`src/hw/urx_pkg.sv`:
```
// package: register map, field layout, reset values and types of the serial receiver
package urx_pkg;

  // bus geometry
  localparam int ADDR_W = 8;
  localparam int DATA_W = 32;

  // register byte addresses
  localparam logic [ADDR_W-1:0] OFS_CTRL   = 8'h00;
  localparam logic [ADDR_W-1:0] OFS_BAUD   = 8'h04;
  localparam logic [ADDR_W-1:0] OFS_STATUS = 8'h08;
  localparam logic [ADDR_W-1:0] OFS_DATA   = 8'h0C;

  // control register bit positions
  localparam int CTL_UART_ON  = 0;
  localparam int CTL_RX_EN    = 1;
  localparam int CTL_WORD_LEN = 2;
  localparam int CTL_PAR_EN   = 3;
  localparam int CTL_PAR_ODD  = 4;
  localparam int CTL_IRQ_EN   = 5;

  // status register bit positions
  localparam int STS_AVAIL = 0;
  localparam int STS_OVR   = 1;
  localparam int STS_FRAME_ERR_FLAG  = 2;
  localparam int STS_PARITY_ERR_FLAG  = 3;
  localparam int STS_NOISE = 4;
  localparam int STS_IDLE  = 5;
  localparam int STS_NINTH = 6;

  // widths and reset values
  localparam int BAUD_W = 16;
  localparam int WORD_W = 9;
  localparam logic [BAUD_W-1:0] BAUD_RST = 16'h0000;

  // oversampling: sixteen ticks per bit, votes at ticks 7, 8 and 9
  localparam logic [3:0] OS_S1   = 4'h7;
  localparam logic [3:0] OS_S2   = 4'h8;
  localparam logic [3:0] OS_MID  = 4'h9;
  localparam logic [3:0] OS_LAST = 4'hF;

  // data bits per frame for each word length
  localparam logic [3:0] BITS_8 = 4'h8;
  localparam logic [3:0] BITS_9 = 4'h9;

  // receive fifo depth
  localparam logic [1:0] FIFO_DEPTH = 2'h2;

  typedef struct packed {
    logic uart_on;
    logic rx_en_bit;
    logic word_len_sel;
    logic parity_en;
    logic parity_odd_sel;
    logic rx_irq_en;
  } urx_ctrl_s;

  typedef struct packed {
    logic [WORD_W-1:0] data;
    logic              frame_err_flag;
    logic              parity_err_flag;
    logic              noise;
  } urx_entry_s;

  typedef enum logic [4:0] {
    ST_HUNT  = 5'b00001,
    ST_START = 5'b00010,
    ST_DATA  = 5'b00100,
    ST_STOP  = 5'b01000,
    ST_HOLD  = 5'b10000
  } urx_state_e;

endpackage

```
`src/hw/urx_receiver.sv`:
```
// serial receive half with apb register access and two-word receive fifo
// Function
// accepts 8 or 9 bits; ninth bit kept
// recovery at 16x baud, shifter per bit
// bit level is majority of three samples
// stop sampled: word moves into fifo if room
// bits arrive least significant first
// fifo holds two words, third shifting in
// third word on full fifo sets overrun
// once enabled, receiver hunts for start bit
// avail while fifo holds data; irq per push
// avail cleared only by status-then-data read; module disable and reset also empty the fifo and clear it
// overrun also raises receive irq when enabled
// overrun cleared by status-then-data read sequence
// break completes as zero word with framing error
// after break wait high before next start
// idle low start to stop, high otherwise
// noise flag rides with word, no irq
// noise cleared by status-then-data read sequence
// low first stop bit sets framing error
// framing and parity errors cleared by reset
// parity error only when parity is enabled
// software reads error flags before data word
// shift register not visible to software
// software configures format and baud before enabling
// module disable flushes fifo and clears flags
// exactly one stop bit checked per frame
// each clear sequence pops exactly one word
`timescale 1ns/1ps
module urx_receiver #(
  parameter int ADDR_W = urx_pkg::ADDR_W
) (
  input  wire logic              sys_clk,
  input  wire logic              sys_rst,
  input  wire logic [ADDR_W-1:0] paddr,
  input  wire logic              psel,
  input  wire logic              penable,
  input  wire logic              pwrite,
  input  wire logic [31:0]       pwdata,
  input  wire logic              rx_pin,
  output logic      [31:0]       prdata,
  output logic                   pready,
  output logic                   pslverr,
  output logic                   rx_irq
);

  // registers and state
  urx_pkg::urx_ctrl_s                 ctrl;
  logic [urx_pkg::BAUD_W-1:0]         baud_divisor;
  logic [urx_pkg::BAUD_W-1:0]         baud_cnt;
  urx_pkg::urx_state_e                state;
  urx_pkg::urx_state_e                next_state;
  logic [3:0]                         os_cnt;
  logic [3:0]                         bit_idx;
  logic                               samp1;
  logic                               samp2;
  logic [urx_pkg::WORD_W-1:0]         rx_shift_reg;
  logic                               frame_noise;
  urx_pkg::urx_entry_s                rx_data_fifo [2];
  logic                               wr_ptr;
  logic                               rd_ptr;
  logic [1:0]                         count;
  logic                               overrun_flag;
  logic                               status_seen;
  logic                               rd_held;

  // majority of three samples
  function automatic logic maj3(input logic a, input logic b, input logic c);
    maj3 = (a & b) | (a & c) | (b & c);
  endfunction

  // apb decode
  wire apb_wait   = psel & penable & ~pready;
  wire apb_done   = psel & penable & pready;
  wire hit_ctrl   = (paddr == urx_pkg::OFS_CTRL);
  wire hit_baud   = (paddr == urx_pkg::OFS_BAUD);
  wire hit_status = (paddr == urx_pkg::OFS_STATUS);
  wire hit_data   = (paddr == urx_pkg::OFS_DATA); // shift register has no address, see
  wire hit_any    = hit_ctrl | hit_baud | hit_status | hit_data;
  wire wr_ctrl    = apb_done & pwrite & hit_ctrl;
  wire wr_baud    = apb_done & pwrite & hit_baud;
  wire rd_status  = apb_done & ~pwrite & hit_status;
  wire rd_data    = apb_done & ~pwrite & hit_data;

  // receiver timing: tick at 16x the bit rate
  wire rx_active = ctrl.uart_on & ctrl.rx_en_bit;
  wire tick      = rx_active & (baud_cnt == baud_divisor);
  wire mid       = tick & (os_cnt == urx_pkg::OS_MID);
  wire bit_end   = tick & (os_cnt == urx_pkg::OS_LAST); // shifter advances once per bit, see
  wire vote      = maj3(samp1, samp2, rx_pin);
  wire disagree  = ~((samp1 == samp2) & (samp2 == rx_pin));
  wire [3:0] last_bit = ctrl.word_len_sel ? urx_pkg::BITS_9 - 4'h1 : urx_pkg::BITS_8 - 4'h1;

  // frame completion and fifo moves
  wire flush      = ~ctrl.uart_on;
  wire word_done  = (state == urx_pkg::ST_STOP) & mid; // one stop bit only, see
  wire fifo_full  = (count == urx_pkg::FIFO_DEPTH);
  wire pop        = rd_data & status_seen & rd_held; // only a word that was returned, see
  wire push       = word_done & (~fifo_full | pop); // a pop in the same cycle frees the slot, see
  wire ovr_evt    = word_done & fifo_full & ~pop;
  wire frame_err  = ~vote;
  wire par_err    = ctrl.parity_en & ((^rx_shift_reg) != ctrl.parity_odd_sel);
  wire rx_idle    = (state == urx_pkg::ST_HUNT) | (state == urx_pkg::ST_HOLD);

  // head of fifo and read mux; error flags shown are those of the head word
  urx_pkg::urx_entry_s head;
  assign head = (count != 2'h0) ? rx_data_fifo[rd_ptr] : '0;
  wire [31:0] status_word = {25'h0, head.data[8], rx_idle, head.noise, head.parity_err_flag, head.frame_err_flag,
                             overrun_flag, (count != 2'h0)};
  wire [31:0] ctrl_word   = {26'h0, ctrl.rx_irq_en, ctrl.parity_odd_sel, ctrl.parity_en,
                             ctrl.word_len_sel, ctrl.rx_en_bit, ctrl.uart_on};
  wire [31:0] rd_mux      = hit_ctrl   ? ctrl_word :
                            hit_baud   ? {16'h0, baud_divisor} :
                            hit_status ? status_word :
                            hit_data   ? {23'h0, head.data} : 32'h0;

  // apb answer: one wait cycle so every output comes from a flop
  always_ff @(posedge sys_clk) begin
    if (sys_rst) begin
      pready  <= 1'b0;
      prdata  <= 32'h0;
      pslverr <= 1'b0;
      rd_held <= 1'b0;
    end else begin
      pready  <= apb_wait;
      prdata  <= (apb_wait & ~pwrite) ? rd_mux : 32'h0;
      pslverr <= apb_wait & ~hit_any;
      rd_held <= apb_wait & (count != 2'h0); // a word landing after an empty read is not popped
    end
  end

  // control and baud registers; disabling the module drops the receiver enable
  always_ff @(posedge sys_clk) begin
    if (sys_rst) begin
      ctrl         <= '0;
      baud_divisor <= urx_pkg::BAUD_RST;
    end else begin
      if (wr_ctrl) begin
        ctrl.uart_on        <= pwdata[urx_pkg::CTL_UART_ON];
        ctrl.rx_en_bit      <= pwdata[urx_pkg::CTL_RX_EN] & pwdata[urx_pkg::CTL_UART_ON];
        ctrl.word_len_sel   <= pwdata[urx_pkg::CTL_WORD_LEN];
        ctrl.parity_en      <= pwdata[urx_pkg::CTL_PAR_EN];
        ctrl.parity_odd_sel <= pwdata[urx_pkg::CTL_PAR_ODD];
        ctrl.rx_irq_en      <= pwdata[urx_pkg::CTL_IRQ_EN];
      end
      if (wr_baud) begin
        baud_divisor <= pwdata[urx_pkg::BAUD_W-1:0];
      end
    end
  end

  // baud divider; held at zero while the receiver is off
  always_ff @(posedge sys_clk) begin
    if (sys_rst | ~rx_active | tick) begin
      baud_cnt <= '0;
    end else begin
      baud_cnt <= baud_cnt + 16'h1;
    end
  end

  // receive sequencer
  always_comb begin
    next_state = state;
    unique case (state)
      urx_pkg::ST_HUNT: begin
        if (tick & ~rx_pin) begin
          next_state = urx_pkg::ST_START;
        end
      end
      urx_pkg::ST_START: begin
        if (mid & vote) begin
          next_state = urx_pkg::ST_HUNT; // glitch, not a start bit
        end else if (bit_end) begin
          next_state = urx_pkg::ST_DATA;
        end
      end
      urx_pkg::ST_DATA: begin
        if (bit_end & (bit_idx == last_bit)) begin
          next_state = urx_pkg::ST_STOP;
        end
      end
      urx_pkg::ST_STOP: begin
        if (mid) begin
          next_state = vote ? urx_pkg::ST_HUNT : urx_pkg::ST_HOLD;
        end
      end
      urx_pkg::ST_HOLD: begin
        if (tick & rx_pin) begin
          next_state = urx_pkg::ST_HUNT; // a held-low line is never a new start, see
        end
      end
    endcase
  end

  // state, oversample counter and sample capture
  always_ff @(posedge sys_clk) begin
    if (sys_rst | ~rx_active) begin
      state  <= urx_pkg::ST_HUNT;
      os_cnt <= 4'h0;
      samp1  <= 1'b1;
      samp2  <= 1'b1;
    end else begin
      state  <= next_state;
      os_cnt <= (next_state == urx_pkg::ST_HUNT) ? 4'h0 : (tick ? os_cnt + 4'h1 : os_cnt);
      if (tick & (os_cnt == urx_pkg::OS_S1)) begin
        samp1 <= rx_pin;
      end
      if (tick & (os_cnt == urx_pkg::OS_S2)) begin
        samp2 <= rx_pin;
      end
    end
  end

  // data shifter: lsb first, new bit enters at the top of the word
  always_ff @(posedge sys_clk) begin
    if (sys_rst | (state == urx_pkg::ST_START)) begin
      rx_shift_reg <= '0;
      bit_idx      <= 4'h0;
    end else if (state == urx_pkg::ST_DATA) begin
      if (mid) begin
        rx_shift_reg <= ctrl.word_len_sel ? {vote, rx_shift_reg[8:1]}
                                          : {1'b0, vote, rx_shift_reg[7:1]};
      end
      if (bit_end) begin
        bit_idx <= bit_idx + 4'h1;
      end
    end
  end

  // noise gathered over a whole frame; a break leaves the shifter at zero
  always_ff @(posedge sys_clk) begin
    if (sys_rst | (state == urx_pkg::ST_HUNT)) begin
      frame_noise <= 1'b0;
    end else if (mid & disagree) begin
      frame_noise <= 1'b1;
    end
  end

  // fifo storage; error flags travel with their word
  always_ff @(posedge sys_clk) begin
    if (push) begin
      rx_data_fifo[wr_ptr] <= '{data: rx_shift_reg, frame_err_flag: frame_err, parity_err_flag: par_err,
                                noise: frame_noise | disagree};
    end
  end

  // fifo pointers and fill level; reset and disable empty it
  always_ff @(posedge sys_clk) begin
    if (sys_rst | flush) begin
      wr_ptr <= 1'b0;
      rd_ptr <= 1'b0;
      count  <= 2'h0; // error flags of stored words vanish, see
    end else begin
      if (push) begin
        wr_ptr <= ~wr_ptr;
      end
      if (pop) begin
        rd_ptr <= ~rd_ptr;
      end
      count <= count + {1'b0, push} - {1'b0, pop};
    end
  end

  // overrun flag: fifo kept, new word dropped; a set beats a clear in the same cycle
  always_ff @(posedge sys_clk) begin
    if (sys_rst | flush) begin
      overrun_flag <= 1'b0;
    end else if (ovr_evt) begin
      overrun_flag <= 1'b1;
    end else if (pop | (rd_data & status_seen)) begin
      overrun_flag <= 1'b0;
    end
  end

  // status read arms the clear; the following data read consumes it
  always_ff @(posedge sys_clk) begin
    if (sys_rst | flush) begin
      status_seen <= 1'b0;
    end else if (rd_status) begin
      status_seen <= 1'b1;
    end else if (rd_data) begin
      status_seen <= 1'b0;
    end
  end

  // receive interrupt request, one pulse per push or overrun
  always_ff @(posedge sys_clk) begin
    if (sys_rst) begin
      rx_irq <= 1'b0;
    end else begin
      rx_irq <= (push | ovr_evt) & ctrl.rx_irq_en;
    end
  end

  // checks
  push_irq_a: assert property (@(posedge sys_clk) disable iff (sys_rst)
    (push & ctrl.rx_irq_en) |=> rx_irq) else $error("push without irq pulse");

  ovr_irq_a: assert property (@(posedge sys_clk) disable iff (sys_rst)
    (ovr_evt & ctrl.rx_irq_en) |=> (rx_irq & overrun_flag)) else $error("overrun without irq");

  ovr_keep_a: assert property (@(posedge sys_clk) disable iff (sys_rst)
    ovr_evt |=> (count == urx_pkg::FIFO_DEPTH) && (rd_ptr == $past(rd_ptr)))
    else $error("overrun disturbed fifo");

  no_pop_a: assert property (@(posedge sys_clk) disable iff (sys_rst)
    (rd_data & ~status_seen & ~push & ctrl.uart_on) |=> (count == $past(count)))
    else $error("data read alone popped fifo");

  start_hunt_a: assert property (@(posedge sys_clk) disable iff (sys_rst)
    (state == urx_pkg::ST_HUNT && tick && !rx_pin) |=> (state == urx_pkg::ST_START) && !rx_idle)
    else $error("start edge missed");

  break_hold_a: assert property (@(posedge sys_clk) disable iff (sys_rst)
    (state == urx_pkg::ST_HOLD && !rx_pin && rx_active) |=> (state == urx_pkg::ST_HOLD))
    else $error("low line taken as start");

  frame_err_flag_store_a: assert property (@(posedge sys_clk) disable iff (sys_rst)
    (push & frame_err) |=> rx_data_fifo[$past(wr_ptr)].frame_err_flag) else $error("framing error lost");

  parity_err_flag_off_a: assert property (@(posedge sys_clk) disable iff (sys_rst)
    (push & ~ctrl.parity_en) |=> !rx_data_fifo[$past(wr_ptr)].parity_err_flag) else $error("parity error while off");

  flush_a: assert property (@(posedge sys_clk) disable iff (sys_rst)
    !ctrl.uart_on |-> !ctrl.rx_en_bit ##1 ((count == 2'h0) && !overrun_flag && rx_idle))
    else $error("disable did not flush");

  fifo_cap_a: assert property (@(posedge sys_clk) disable iff (sys_rst)
    count <= urx_pkg::FIFO_DEPTH) else $error("fifo overfilled");

  // fifo bookkeeping, flag clearing and frame sequencing
  pop_one_a: assert property (@(posedge sys_clk) disable iff (sys_rst)
    (pop & ~push & ctrl.uart_on) |=> (count == $past(count) - 2'h1))
    else $error("pop did not remove one word");

  push_one_a: assert property (@(posedge sys_clk) disable iff (sys_rst)
    (push & ~pop & ctrl.uart_on) |=> (count == $past(count) + 2'h1))
    else $error("push did not add one word");

  ovr_clear_a: assert property (@(posedge sys_clk) disable iff (sys_rst)
    (rd_data & status_seen & ~ovr_evt) |=> !overrun_flag)
    else $error("overrun not cleared");

  noise_store_a: assert property (@(posedge sys_clk) disable iff (sys_rst)
    (push & disagree) |=> rx_data_fifo[$past(wr_ptr)].noise)
    else $error("noise lost");

  break_wait_a: assert property (@(posedge sys_clk) disable iff (sys_rst)
    (word_done & ~vote) |=> (state == urx_pkg::ST_HOLD))
    else $error("break did not wait for high line");

  stop_idle_a: assert property (@(posedge sys_clk) disable iff (sys_rst)
    (word_done & vote) |=> rx_idle)
    else $error("idle not raised at stop");

  stop_once_a: assert property (@(posedge sys_clk) disable iff (sys_rst)
    (state == urx_pkg::ST_STOP && mid) |=> (state != urx_pkg::ST_STOP))
    else $error("second stop bit checked");

  vote_pair_a: assert property (@(posedge sys_clk) disable iff (sys_rst)
    (state == urx_pkg::ST_DATA && mid && samp1 == samp2 && !ctrl.word_len_sel)
    |=> (rx_shift_reg[7] == $past(samp1)))
    else $error("majority vote wrong");

  lsb_first_a: assert property (@(posedge sys_clk) disable iff (sys_rst)
    (state == urx_pkg::ST_DATA && mid && !ctrl.word_len_sel)
    |=> (rx_shift_reg[6:0] == $past(rx_shift_reg[7:1])))
    else $error("bits not shifted lsb first");

  enable_hunt_a: assert property (@(posedge sys_clk) disable iff (sys_rst)
    !rx_active |=> (state == urx_pkg::ST_HUNT))
    else $error("disabled receiver left hunt");

  reset_clear_a: assert property (@(posedge sys_clk)
    sys_rst |=> (count == 2'h0) && !overrun_flag && (ctrl == '0))
    else $error("reset left state behind");

endmodule

```
`config.mk`:
```
export PLATFORM = sky130hd
export DESIGN_NAME = urx_receiver
export DESIGN_NICKNAME = d
export VERILOG_FILES = /design/src/hw/urx_pkg.sv /design/src/hw/urx_receiver.sv
export SDC_FILE = /design/constraint.sdc
export NUM_CORES = 1
export LEC_CHECK = 0
export BUFFER_PORTS_ARGS = -buffer_cell sky130_fd_sc_hd__buf_4
export CAP_MARGIN = 20
export CORE_MARGIN = 2
export CORE_UTILIZATION = 50
export DETAILED_ROUTE_END_ITERATION = 8
export PLACE_DENSITY = 0.76
export SYNTH_ARGS = -nofsm -noshare
export SYNTH_HDL_FRONTEND = slang
export SYNTH_SLANG_ARGS = --single-unit
```
`constraint.sdc`:
```
create_clock -name sys_clk -period 2.4 [get_ports sys_clk]
set_clock_uncertainty 0.15 [all_clocks]
set_input_delay 0.12 -clock sys_clk [delete_from_list [all_inputs] [get_ports sys_clk]]
set_output_delay 0.12 -clock sys_clk [all_outputs]
set_load 0.01 [all_outputs]
```
==> flow_metrics.env, run 1 <==
export IMPL_finish_net_count=727
export IMPL_timing_hold_ws_ns=0.0304
export IMPL_first_iter_violations=346
export IMPL_timing_critical_path_from_type="register"
export IMPL_failing_checks="setup timing"
export IMPL_critical_path_buf_inv_count=0
export IMPL_ys_dominant_reg_cell="sky130_fd_sc_hd__dfxtp_1"
export IMPL_timing_critical_path_arrival_ns=2.72
export IMPL_worstSkewPairLatency_ns=0.53
export IMPL_async_flop_share=0
export IMPL_chipWidth_um=106
export IMPL_tritoncts_buffers=17
export IMPL_postLayoutSetupSlackWorst_ns=-0.0142
export IMPL_critical_path_most_common_cell="sky130_fd_sc_hd__nand3_2"
export IMPL_data_required_time_of_the_critical_path_ns=2.71
export IMPL_antenna_cells_inserted=0
export IMPL_ctsRootBufferMaster="sky130_fd_sc_hd__clkbuf_8"
export IMPL_post_place_cells=749
export IMPL_post_synthesis_sequential_area_ratio=0.484
export IMPL_timing_worst_slew_pin_value_ns=0.524
export IMPL_synth_lib_cells_used_distinct=62
export IMPL_worst_setup_hold_path_clk_slew_ns=0.06
export IMPL_fin_cells=822
export IMPL_worst_reg_to_reg_cells=11
export IMPL_grt_pass1_vias=4416
export IMPL_grt_antenna_before_repair=0
export IMPL_synthCells=539
export IMPL_timing_hold_violations_final=0
export IMPL_first_pass_grt_wire_length_mm=21.9
export IMPL_classification_of_the_worst_slack_hold_path="in -> reg"
export IMPL_post_synthesis_simple_gate_area_fraction=0.208
export IMPL_h_tree_depth=4
export IMPL_drt_drc_violations_left=0
export IMPL_fin_crit_ns=2.41
export IMPL_timing_final_max_slew_violations=0
export IMPL_synthXorXnorAreaFrac=0.0824
export IMPL_grt_overflow=0
export IMPL_layout_drive_gt1_share=0.248
export IMPL_cellInternalPower_mw=3.63
export IMPL_vdd_ir_drop_worst_v=0.000325
export IMPL_syn_area_per_cell_sq_um=9.67
export IMPL_clock_tree_buffer_depth=2
export IMPL_grt_total_usage=0.253
export IMPL_io_pin_count=81
export IMPL_yosys_register_bits=114
export IMPL_tritoncts="done"
export IMPL_numClockSinks=114
export IMPL_pwr_density_cell_nw_per_um2=646
export IMPL_outcome="finished, violations left"
export IMPL_setup_violations=1
export IMPL_hpwlAfterDp_mm=8.60
export IMPL_synth_mux_area_frac=0.0617
export IMPL_initial_standard_cell_utilization_of_the_core=0.509
export IMPL_route_detailed_vias_per_inst=5.49
export IMPL_worst_setup_path_end_kind="register"
export IMPL_critical_path_top_delay_family="simple AND/OR/NAND/NOR gates"
export IMPL_drt_pre_antenna_iters=5
export IMPL_placement_rows=37
export IMPL_postRouteAntennaNets=0
export IMPL_power_switching_fraction=0.210
export IMPL_synth_cell_area_sq_um=5210
export IMPL_layout_cells_most_common_list="sky130_fd_sc_hd__buf_4 (93), sky130_fd_sc_hd__dfxtp_1 (81), sky130_fd_sc_hd__nor2_1 (60)"
export IMPL_min_delay_path_depth=7
export IMPL_flow_area_growth_from_synthesis_pct=36.4
export IMPL_route_vias_total=4516
export IMPL_synth_warning_count=0
export IMPL_clock_fmax_ghz=0.414
export IMPL_most_common_library_cell_in_the_layout_ignoring_fill_and_taps="sky130_fd_sc_hd__buf_4"
export IMPL_power_leakage_nw=2.88
export IMPL_switchingPower_mw=0.963
export IMPL_synth_compound_area_frac=0.0951
export IMPL_cp_slowest_cell="sky130_fd_sc_hd__dfxtp_1"
export IMPL_max_slew_margin_rel=0.651
export IMPL_p_clk_frac=0.546
export IMPL_chipHeight_um=106
export IMPL_largest_register_ffs=24
export IMPL_worst_path_stages=11
export IMPL_sequentialPowerShare=0.425
export IMPL_max_cap_viol_count=0
export IMPL_fin_crit_sh=1.01
export IMPL_synth_adder_area_share=0.0192
export IMPL_slowest_delay_ns=0.33
export IMPL_fp_coreArea_sq_um=10200
export IMPL_worst_setup_path_type="reg -> reg"
export IMPL_grt_setup_unrepaired="yes"
export IMPL_synth_edff_count=24
export IMPL_registers_top_by_ff_count="rx_data_fifo"
export IMPL_routed_wl_mm=14.0
export IMPL_combinational_family_with_the_most_area_after_synthesis="simple AND/OR/NAND/NOR gates"
export IMPL_io_buffer_count=48
export IMPL_grt_start_max_net_pins=29
export IMPL_path_cells="xnor2_1 -> nand4_1 -> nor2_2 -> nand3_2 -> nor2_4 -> nand3_2 -> o21ai_2 -> ha_2 -> xor2_1 -> or3_1 -> a21oi_1"
export IMPL_comb_power_share=0.029
export IMPL_critPathMaxFanout=4
export IMPL_weighted_congestion_reported_at_the_end_of_routability_driven_placement=0.862
export IMPL_fp_dieArea_sq_um=11300
export IMPL_setup_tns_final_ns=-0.0142
export IMPL_routed_wire_length_per_instance_um=17.0
logic make-up after synthesis:
logic type / Yosys count
and+or+nand+nor: 213
DFF: 114
AOI/OAI and AO/OA: 77
xor gates and xnor gates: 49
buffers and inverters: 45
muxes: 32
adders and majority gates: 8
other: 1
worst reg2reg max path, delay by kind of cell (launching register included):
| kind | cells | cell delay [ns] |
|---|---|---|
| AO/OA/AOI/OAI | 2 | 0.18 |
| XOR/XNOR | 2 | 0.30 |
| adder cells (fa/ha/maj) | 1 | 0.19 |
| flip-flops | 1 | 0.33 |
| AND/OR/NAND/NOR | 6 | 1.20 |
path summary, 6_finish.rpt:
kind | to | from | slack, ns
worst max-delay path | count[1] | baud_cnt[6] | -0.01
worst min register to register | ctrl[0] | ctrl[0] | 0.35
worst min-delay path | status_seen | paddr[4] | 0.03
worst max register to register | count[1] | baud_cnt[6] | -0.01
through the flow:
| stage | power (mW) | util | cell area, sq um | worst slack [ns] |
|---|---|---|---|---|
| floorplan | 2.05 | - | 5270 | 0.0578 |
| global placement | 2.09 | 0.582 | 5950 | -0.00792 |
| detailed placement | 2.09 | 0.582 | 5950 | -0.0912 |
| CTS | 4.60 | 0.682 | 6970 | 0.00180 |
| global route | 4.72 | 0.695 | 7110 | -0.128 |
| finish | 4.59 | 0.695 | 7110 | -0.0142 |
synthesized netlist by cell type, types with 2 or more instances:
cell / number / area, sq um
sky130_fd_sc_hd__a211o_1: 2 / 17.5
sky130_fd_sc_hd__a211oi_1: 4 / 30.0
sky130_fd_sc_hd__a21o_1: 2 / 15.0
sky130_fd_sc_hd__a21oi_1: 35 / 175
sky130_fd_sc_hd__a22oi_1: 2 / 15.0
sky130_fd_sc_hd__and2_1: 15 / 93.8
sky130_fd_sc_hd__and3_1: 14 / 87.6
sky130_fd_sc_hd__and4_1: 2 / 17.5
sky130_fd_sc_hd__buf_1: 2 / 7.51
sky130_fd_sc_hd__buf_4: 19 / 143
sky130_fd_sc_hd__clkbuf_1: 10 / 37.5
sky130_fd_sc_hd__clkinv_1: 2 / 7.51
sky130_fd_sc_hd__dfxtp_1: 90 / 1800
sky130_fd_sc_hd__edfxtp_1: 24 / 721
sky130_fd_sc_hd__ha_1: 8 / 100
sky130_fd_sc_hd__inv_1: 9 / 33.8
sky130_fd_sc_hd__mux2i_1: 31 / 310
sky130_fd_sc_hd__nand2_1: 48 / 180
sky130_fd_sc_hd__nand2b_1: 3 / 18.8
sky130_fd_sc_hd__nand3_1: 21 / 105
sky130_fd_sc_hd__nand3_2: 2 / 20.0
sky130_fd_sc_hd__nand4_1: 10 / 62.6
sky130_fd_sc_hd__nand4b_1: 3 / 26.3
sky130_fd_sc_hd__nor2_1: 63 / 236
sky130_fd_sc_hd__nor2b_1: 3 / 18.8
sky130_fd_sc_hd__nor3_1: 6 / 30.0
sky130_fd_sc_hd__nor4_1: 5 / 31.3
sky130_fd_sc_hd__o211a_1: 2 / 20.0
sky130_fd_sc_hd__o21ai_0: 11 / 55.1
sky130_fd_sc_hd__o221ai_1: 2 / 17.5
sky130_fd_sc_hd__o22ai_1: 4 / 25.0
sky130_fd_sc_hd__o31ai_1: 3 / 22.5
sky130_fd_sc_hd__or3_1: 6 / 37.5
sky130_fd_sc_hd__xnor2_1: 26 / 228
sky130_fd_sc_hd__xor2_1: 23 / 201
power by group through the flow:
stage	combinational (mW)	clock (mW)	sequential [mW]
6_report	0.132	2.51	1.95
5_1_grt	0.142	2.62	1.95
4_1_cts	0.126	2.52	1.95
3_5_place_dp	0.0959	0	1.99
3_3_place_gp	0.0938	0	1.99
2_1_floorplan	0.0621	0	1.99
final cells by class:
class / instances / area, sq um
Multi-Input combinational cell: 395 / 2620
Sequential cell: 114 / 2540
Inverter: 11 / 41.3
Fill cell: 707 / 3130
Timing Repair Buffer: 134 / 1130
Tap cell: 136 / 170
Clock buffer: 22 / 517
Clock inverter: 10 / 91.3
per-layer routing:
layer / global-route usage / wire length (um) / up-vias
met3: 0.0687 / 884 / 47
met5: 0 / 0 / -
met4: 0.121 / 484 / 0
met2: 0.427 / 6860 / 208
met1: 0.299 / 5760 / 2129
li1: - / - / 2132
what timing repair did:
action | CTS | global route
setup buffers | 0 | 2
endpoints found under the setup margin | 17 | 53
endpoints found under the hold margin | 51 | 0
pin swaps | 4 | 12
gates resized for setup | 5 | 32
cloned | 0 | 0
hold buffers | 39 | 0
Power figures use the tool's default switching activity.
==> inputs of run 2 (changes only) <==
--- a/config.mk
+++ b/config.mk
@@ -9,6 +9,7 @@
 export CAP_MARGIN = 20
 export CORE_MARGIN = 2
 export CORE_UTILIZATION = 50
+export CTS_BUF_LIST = sky130_fd_sc_hd__clkbuf_16
 export DETAILED_ROUTE_END_ITERATION = 8
 export PLACE_DENSITY = 0.76
 export SYNTH_ARGS = -nofsm -noshare
==> run 2 against run 1 <==
Against the previous run: the run still ends with setup timing left; first-iteration DRC count up 3.8%; flip-flop and latch count unchanged; utilization is 0.62 points lower; register-to-register slack barely moved; final cell count shrank 0.61%; combinational power is essentially flat; clock-buffer cell count is 2 lower; die area did not move; non-clock buffer count decreased by 5; via count is 0.55% lower; clock power about the same; global-route usage is 0.28 points lower.
==> flow_metrics.env, run 2 (synthesis gave the netlist of run 1 again) <==
export IMPL_worst_reg_to_reg_cells=9
export IMPL_first_iter_violations=359
export IMPL_hpwlAfterDp_mm=8.60
export IMPL_finish_net_count=722
export IMPL_worstSkewPairLatency_ns=0.42
export IMPL_max_slew_margin_rel=0.664
export IMPL_grt_total_usage=0.250
export IMPL_setup_violations=1
export IMPL_critical_path_top_delay_family="simple AND/OR/NAND/NOR gates"
export IMPL_pwr_density_cell_nw_per_um2=651
export IMPL_grt_setup_unrepaired="yes"
export IMPL_classification_of_the_worst_slack_hold_path="in -> reg"
export IMPL_worst_path_stages=9
export IMPL_route_detailed_vias_per_inst=5.50
export IMPL_worst_setup_path_startpoint="baud_divisor[10]"
export IMPL_outcome="finished, violations left"
export IMPL_min_from="pwrite"
export IMPL_worst_setup_hold_path_clk_slew_ns=0.06
export IMPL_weighted_congestion_reported_at_the_end_of_routability_driven_placement=0.862
export IMPL_io_buffer_count=48
export IMPL_worst_setup_path_type="reg -> reg"
export IMPL_route_vias_total=4491
export IMPL_drt_pre_antenna_iters=5
export IMPL_tritoncts_buffers=17
export IMPL_critical_path_reg2reg_endpoint="samp2"
export IMPL_antenna_cells_inserted=0
export IMPL_data_required_time_of_the_critical_path_ns=2.54
export IMPL_grt_pass1_vias=4387
export IMPL_layout_drive_gt1_share=0.236
export IMPL_registers_top_by_ff_count="rx_data_fifo"
export IMPL_switchingPower_mw=0.975
export IMPL_critical_path_most_common_cell="sky130_fd_sc_hd__buf_4"
export IMPL_drt_drc_violations_left=0
export IMPL_timing_final_max_slew_violations=0
export IMPL_sequentialPowerShare=0.426
export IMPL_fp_dieArea_sq_um=11300
export IMPL_worst_setup_path_end_kind="register"
export IMPL_power_leakage_nw=2.85
export IMPL_reg2reg_setup_slack_ns=-0.03
export IMPL_worst_setup_path_endpoint="samp2"
export IMPL_numClockSinks=114
export IMPL_vdd_ir_drop_worst_v=0.000353
export IMPL_layout_cells_most_common_list="sky130_fd_sc_hd__buf_4 (91), sky130_fd_sc_hd__dfxtp_1 (83), sky130_fd_sc_hd__nor2_1 (60)"
export IMPL_timing_critical_path_arrival_ns=2.56
export IMPL_fp_coreArea_sq_um=10200
export IMPL_path_cells="xnor2_1 -> nand3_1 -> or3_1 -> buf_4 -> nor2_4 -> buf_4 -> nand4b_1 -> mux2i_1 -> nand2_1"
export IMPL_routed_wl_mm=14.0
export IMPL_critPathMaxFanout=6
export IMPL_power_switching_fraction=0.213
export IMPL_setup_tns_final_ns=-0.0269
export IMPL_grt_overflow=0
export IMPL_failing_checks="setup timing"
export IMPL_postLayoutSetupSlackWorst_ns=-0.0269
export IMPL_io_pin_count=81
export IMPL_routed_wire_length_per_instance_um=17.2
export IMPL_initial_standard_cell_utilization_of_the_core=0.509
export IMPL_max_cap_viol_count=0
export IMPL_finish_utilization=0.688
export IMPL_cellInternalPower_mw=3.61
export IMPL_slowest_delay_ns=0.48
export IMPL_clock_fmax_ghz=0.412
export IMPL_p_clk_frac=0.546
export IMPL_timing_critical_path_from_type="register"
export IMPL_first_pass_grt_wire_length_mm=21.6
export IMPL_timing_hold_violations_final=0
export IMPL_comb_power_share=0.028
export IMPL_clock_tree_buffer_depth=2
export IMPL_fin_crit_ns=2.43
export IMPL_critical_path_buf_inv_count=2
export IMPL_cp_slowest_cell="sky130_fd_sc_hd__or3_1"
export IMPL_timing_worst_slew_pin_value_ns=0.505
export IMPL_largest_register_ffs=24
export IMPL_postRouteAntennaNets=0
export IMPL_most_common_library_cell_in_the_layout_ignoring_fill_and_taps="sky130_fd_sc_hd__buf_4"
export IMPL_h_tree_depth=4
export IMPL_grt_antenna_before_repair=0
export IMPL_grt_start_max_net_pins=29
export IMPL_crit_reg2reg_launch="baud_divisor[10]"
export IMPL_flow_area_growth_from_synthesis_pct=35.2
export IMPL_chipHeight_um=106
export IMPL_fin_crit_sh=1.01
export IMPL_ctsRootBufferMaster="sky130_fd_sc_hd__clkbuf_16"
export IMPL_chipWidth_um=106
export IMPL_placement_rows=37
export IMPL_tritoncts="done"
run 2: cell types whose count changed in the layout (fill, tap and decap cells not counted), moves of 2 or more:
cell	before	now
sky130_fd_sc_hd__clkbuf_8	3	0
sky130_fd_sc_hd__buf_4	93	91
sky130_fd_sc_hd__clkinv_1	2	4
sky130_fd_sc_hd__dlygate4sd3_1	39	36
sky130_fd_sc_hd__dfxtp_1	81	83
run 2: worst min-delay path by stage:
stage                       endpoint  slack [ns]  cells after the start
floorplan            baud_divisor[0]        0.11                      2
global placement    baud_divisor[14]        0.20                      3
detailed placement  baud_divisor[10]        0.21                      3
CTS                      status_seen       0.006                      5
global route             status_seen        0.03                      5
finish                   status_seen        0.03                      5
run 2: cell type report:
cell class              count  area, sq um
well taps                 136          170
clock inverters            12         98.8
repair buffers            129         1080
fillers                   740         3190
clock buffers              20          500
flip-flops and latches    114         2530
multi-input cells         395         2620
inverters                  11         41.3
run 2: power by group through the flow:
stage	logic, mW	registers (mW)	clock network, mW
after floorplan	0.0621	1.99	0
after global placement	0.0938	1.99	0
after detailed placement	0.0959	1.99	0
after CTS	0.124	1.95	2.50
after global routing	0.139	1.95	2.61
final	0.131	1.95	2.50
run 2: metal layers:
| metal | track usage | wire, um |
|---|---|---|
| met2 | 0.425 | 6950 |
| met3 | 0.0748 | 791 |
| met1 | 0.296 | 5920 |
| met4 | 0.102 | 367 |
| met5 | 0 | 0 |
run 2: repair_timing:
item / CTS / global route
setup endpoints to repair: 1 / 52
pin swaps: 0 / 5
hold buffers: 36 / 0
gates resized for setup: 3 / 27
buffers inserted: 0 / 0
endpoints found under the hold margin: 30 / 0
run 2: tightest hold or removal path, delay by kind of cell:
family	cells	cell delay (ns)
AO/OA/AOI/OAI	1	0.05
buffers and inverters	2	0.25
AND/OR/NAND/NOR	2	0.13
run 2: metrics by stage:
stage               hold slack (ns)  cell area [sq um]  instances  worst slack [ns]  total power, mW
finish                       0.0295               7040        817           -0.0269             4.59
global route                 0.0339               7040        817            -0.176             4.70
CTS                         0.00647               6920        817           0.00536             4.58
detailed placement            0.214               5950        749           -0.0912             2.09
global placement              0.201               5950        749          -0.00792             2.09
floorplan                     0.114               5270        554            0.0578             2.05
==> inputs of run 3 (changes only) <==
--- a/config.mk
+++ b/config.mk
@@ -6,12 +6,13 @@
 export NUM_CORES = 1
 export LEC_CHECK = 0
 export BUFFER_PORTS_ARGS = -buffer_cell sky130_fd_sc_hd__buf_4
-export CAP_MARGIN = 20
 export CORE_MARGIN = 2
 export CORE_UTILIZATION = 50
 export CTS_BUF_LIST = sky130_fd_sc_hd__clkbuf_16
 export DETAILED_ROUTE_END_ITERATION = 8
+export MAX_ROUTING_LAYER = met4
 export PLACE_DENSITY = 0.76
+export SETUP_SLACK_MARGIN = 0.05
 export SYNTH_ARGS = -nofsm -noshare
 export SYNTH_HDL_FRONTEND = slang
 export SYNTH_SLANG_ARGS = --single-unit
==> run 3 against run 2 <==
Against the previous run: the run now ends clean; non-clock buffer count grew 16; global-route usage is 1.1 points higher; clock-buffer cell count decreased by 2; final area rose by 2.8%.
==> flow_metrics.env, run 3 (synthesis gave the netlist of run 1 again) <==
export IMPL_path_cells="xnor2_2 -> nand4_1 -> nor2_4 -> nand3_4 -> nor2_4 -> nand3_1 -> o21ai_1 -> ha_2 -> xor2_1 -> or3_1 -> a21oi_1"
export IMPL_routed_wl_mm=14.6
export IMPL_drt_pre_antenna_iters=5
export IMPL_fin_crit_ns=2.39
export IMPL_io_buffer_count=48
export IMPL_setup_violations=0
export IMPL_clock_fmax_ghz=0.419
export IMPL_worst_reg_to_reg_cells=11
export IMPL_routed_wire_length_per_instance_um=17.5
export IMPL_dr_wl_met2_mm=7.15
export IMPL_reg2reg_setup_slack_ns=0.01
export IMPL_tritoncts="done"
export IMPL_clock_tree_buffer_depth=2
export IMPL_data_required_time_of_the_critical_path_ns=2.59
export IMPL_power_switching_fraction=0.226
export IMPL_worst_setup_path_startpoint="baud_cnt[14]"
export IMPL_chipHeight_um=106
export IMPL_sequentialPowerShare=0.446
export IMPL_layout_drive_gt1_share=0.263
export IMPL_flow_area_growth_from_synthesis_pct=39.0
export IMPL_initial_standard_cell_utilization_of_the_core=0.509
export IMPL_most_common_library_cell_in_the_layout_ignoring_fill_and_taps="sky130_fd_sc_hd__buf_4"
export IMPL_critical_path_top_delay_family="simple AND/OR/NAND/NOR gates"
export IMPL_comb_power_share=0.031
export IMPL_timing_final_max_slew_violations=0
export IMPL_dr_wl_met3_um=963
export IMPL_max_slew_margin_rel=0.656
export IMPL_fin_crit_sh=0.994
export IMPL_crit_reg2reg_launch="baud_cnt[14]"
export IMPL_weighted_congestion_reported_at_the_end_of_routability_driven_placement=0.913
export IMPL_grt_total_usage=0.261
export IMPL_first_iter_violations=329
export IMPL_timing_hold_ws_ns=0.0417
export IMPL_grt_overflow=0
export IMPL_worst_setup_path_end_kind="register"
export IMPL_switchingPower_mw=0.990
export IMPL_cellInternalPower_mw=3.38
export IMPL_route_vias_total=4669
export IMPL_tritoncts_buffers=17
export IMPL_classification_of_the_worst_slack_hold_path="in -> reg"
export IMPL_fp_coreArea_sq_um=10200
export IMPL_routedLengthMet1_mm=5.79
export IMPL_layout_cells_most_common_list="sky130_fd_sc_hd__buf_4 (97), sky130_fd_sc_hd__dfxtp_1 (81), sky130_fd_sc_hd__nor2_1 (60)"
export IMPL_critical_path_most_common_cell="sky130_fd_sc_hd__nor2_4"
export IMPL_cp_slowest_cell="sky130_fd_sc_hd__dfxtp_4"
export IMPL_largest_register_ffs=24
export IMPL_worst_setup_hold_path_clk_slew_ns=0.06
export IMPL_timing_worst_slew_pin_value_ns=0.517
export IMPL_worst_setup_path_endpoint="count[1]"
export IMPL_h_tree_depth=4
export IMPL_outcome="complete, no violations"
export IMPL_finish_net_count=738
export IMPL_drt_drc_violations_left=0
export IMPL_p_clk_frac=0.523
export IMPL_fp_dieArea_sq_um=11300
export IMPL_power_leakage_nw=2.95
export IMPL_grt_antenna_before_repair=0
export IMPL_antenna_cells_inserted=0
export IMPL_setup_tns_final_ns=0
export IMPL_max_cap_viol_count=0
export IMPL_slowest_delay_ns=0.35
export IMPL_grt_start_max_net_pins=29
export IMPL_registers_top_by_ff_count="rx_data_fifo"
export IMPL_worst_path_stages=11
export IMPL_vdd_ir_drop_worst_v=0.000428
export IMPL_chipWidth_um=106
export IMPL_timing_critical_path_from_type="register"
export IMPL_worst_setup_path_type="reg -> reg"
export IMPL_placement_rows=37
export IMPL_timing_critical_path_arrival_ns=2.58
export IMPL_io_pin_count=81
export IMPL_top_layer_used="met4"
export IMPL_ctsRootBufferMaster="sky130_fd_sc_hd__clkbuf_16"
export IMPL_hpwlAfterDp_mm=8.60
export IMPL_grt_setup_unrepaired="yes"
export IMPL_grt_pass1_vias=4585
export IMPL_postRouteAntennaNets=0
export IMPL_critical_path_buf_inv_count=0
export IMPL_route_detailed_vias_per_inst=5.61
export IMPL_worstSkewPairLatency_ns=0.41
export IMPL_pwr_density_cell_nw_per_um2=604
export IMPL_first_pass_grt_wire_length_mm=22.0
export IMPL_critical_path_reg2reg_endpoint="count[1]"
export IMPL_timing_hold_violations_final=0
export IMPL_numClockSinks=114
export IMPL_critPathMaxFanout=4
## run 3: worst min-delay path by stage
stage                     startpoint               end  depth (start not counted)
after detailed placement  pwdata[14]  baud_divisor[14]                          3
after floorplan            pwdata[0]   baud_divisor[0]                          2
final                         pwrite           ctrl[0]                          5
after global routing          pwrite           ctrl[0]                          5
after global placement    pwdata[14]  baud_divisor[14]                          3
after CTS                   paddr[4]           pslverr                          4
## run 3: power by group through the flow
stage | logic, mW | clock network (mW) | registers (mW)
after floorplan | 0.0621 | 0 | 1.99
after global placement | 0.0936 | 0 | 1.99
after detailed placement | 0.0954 | 0 | 1.99
after CTS | 0.125 | 2.28 | 1.95
after global routing | 0.144 | 2.39 | 1.95
final | 0.135 | 2.28 | 1.95
## run 3: cell type report
class / count / area (sq um)
tap: 136 / 170
clock buffer: 18 / 450
timing repair buffer: 145 / 1240
multi-input combinational: 395 / 2710
sequential: 114 / 2540
fill: 650 / 2990
clock inverter: 14 / 90.1
inverter: 11 / 41.3
## run 3: repair_timing
action	CTS	global route
setup buffers	0	9
endpoints found under the setup margin	29	58
gates resized for setup	2	54
hold buffers	39	0
pin swaps	1	18
gates cloned	0	2
endpoints found under the hold margin	30	0
## run 3: through the flow
step | worst slack [ns] | util | total power [mW] | cells | cell area [sq um]
6_report | 0.0136 | 0.708 | 4.37 | 833 | 7240
5_1_grt | -0.0932 | 0.708 | 4.49 | 833 | 7240
3_5_place_dp | -0.117 | 0.583 | 2.09 | 751 | 5970
4_1_cts | 0.0210 | 0.675 | 4.35 | 822 | 6910
3_3_place_gp | -0.0513 | 0.583 | 2.09 | 751 | 5970
2_1_floorplan | 0.0578 | - | 2.05 | 554 | 5270
## run 3: worst register-to-register path, delay by kind of cell, from the launching register on
family	cells	cell delay [ns]
compound gates	2	0.20
xor+xnor	2	0.27
fa+ha+maj	1	0.20
flops	1	0.35
simple gates	6	1.16
## run 3: layer usage
layer | track usage | vias to the layer above
met2 | 0.423 | 246
met1 | 0.291 | 2203
li1 | - | 2159
met5 | - | -
met4 | 0.151 | 0
met3 | 0.0705 | 61
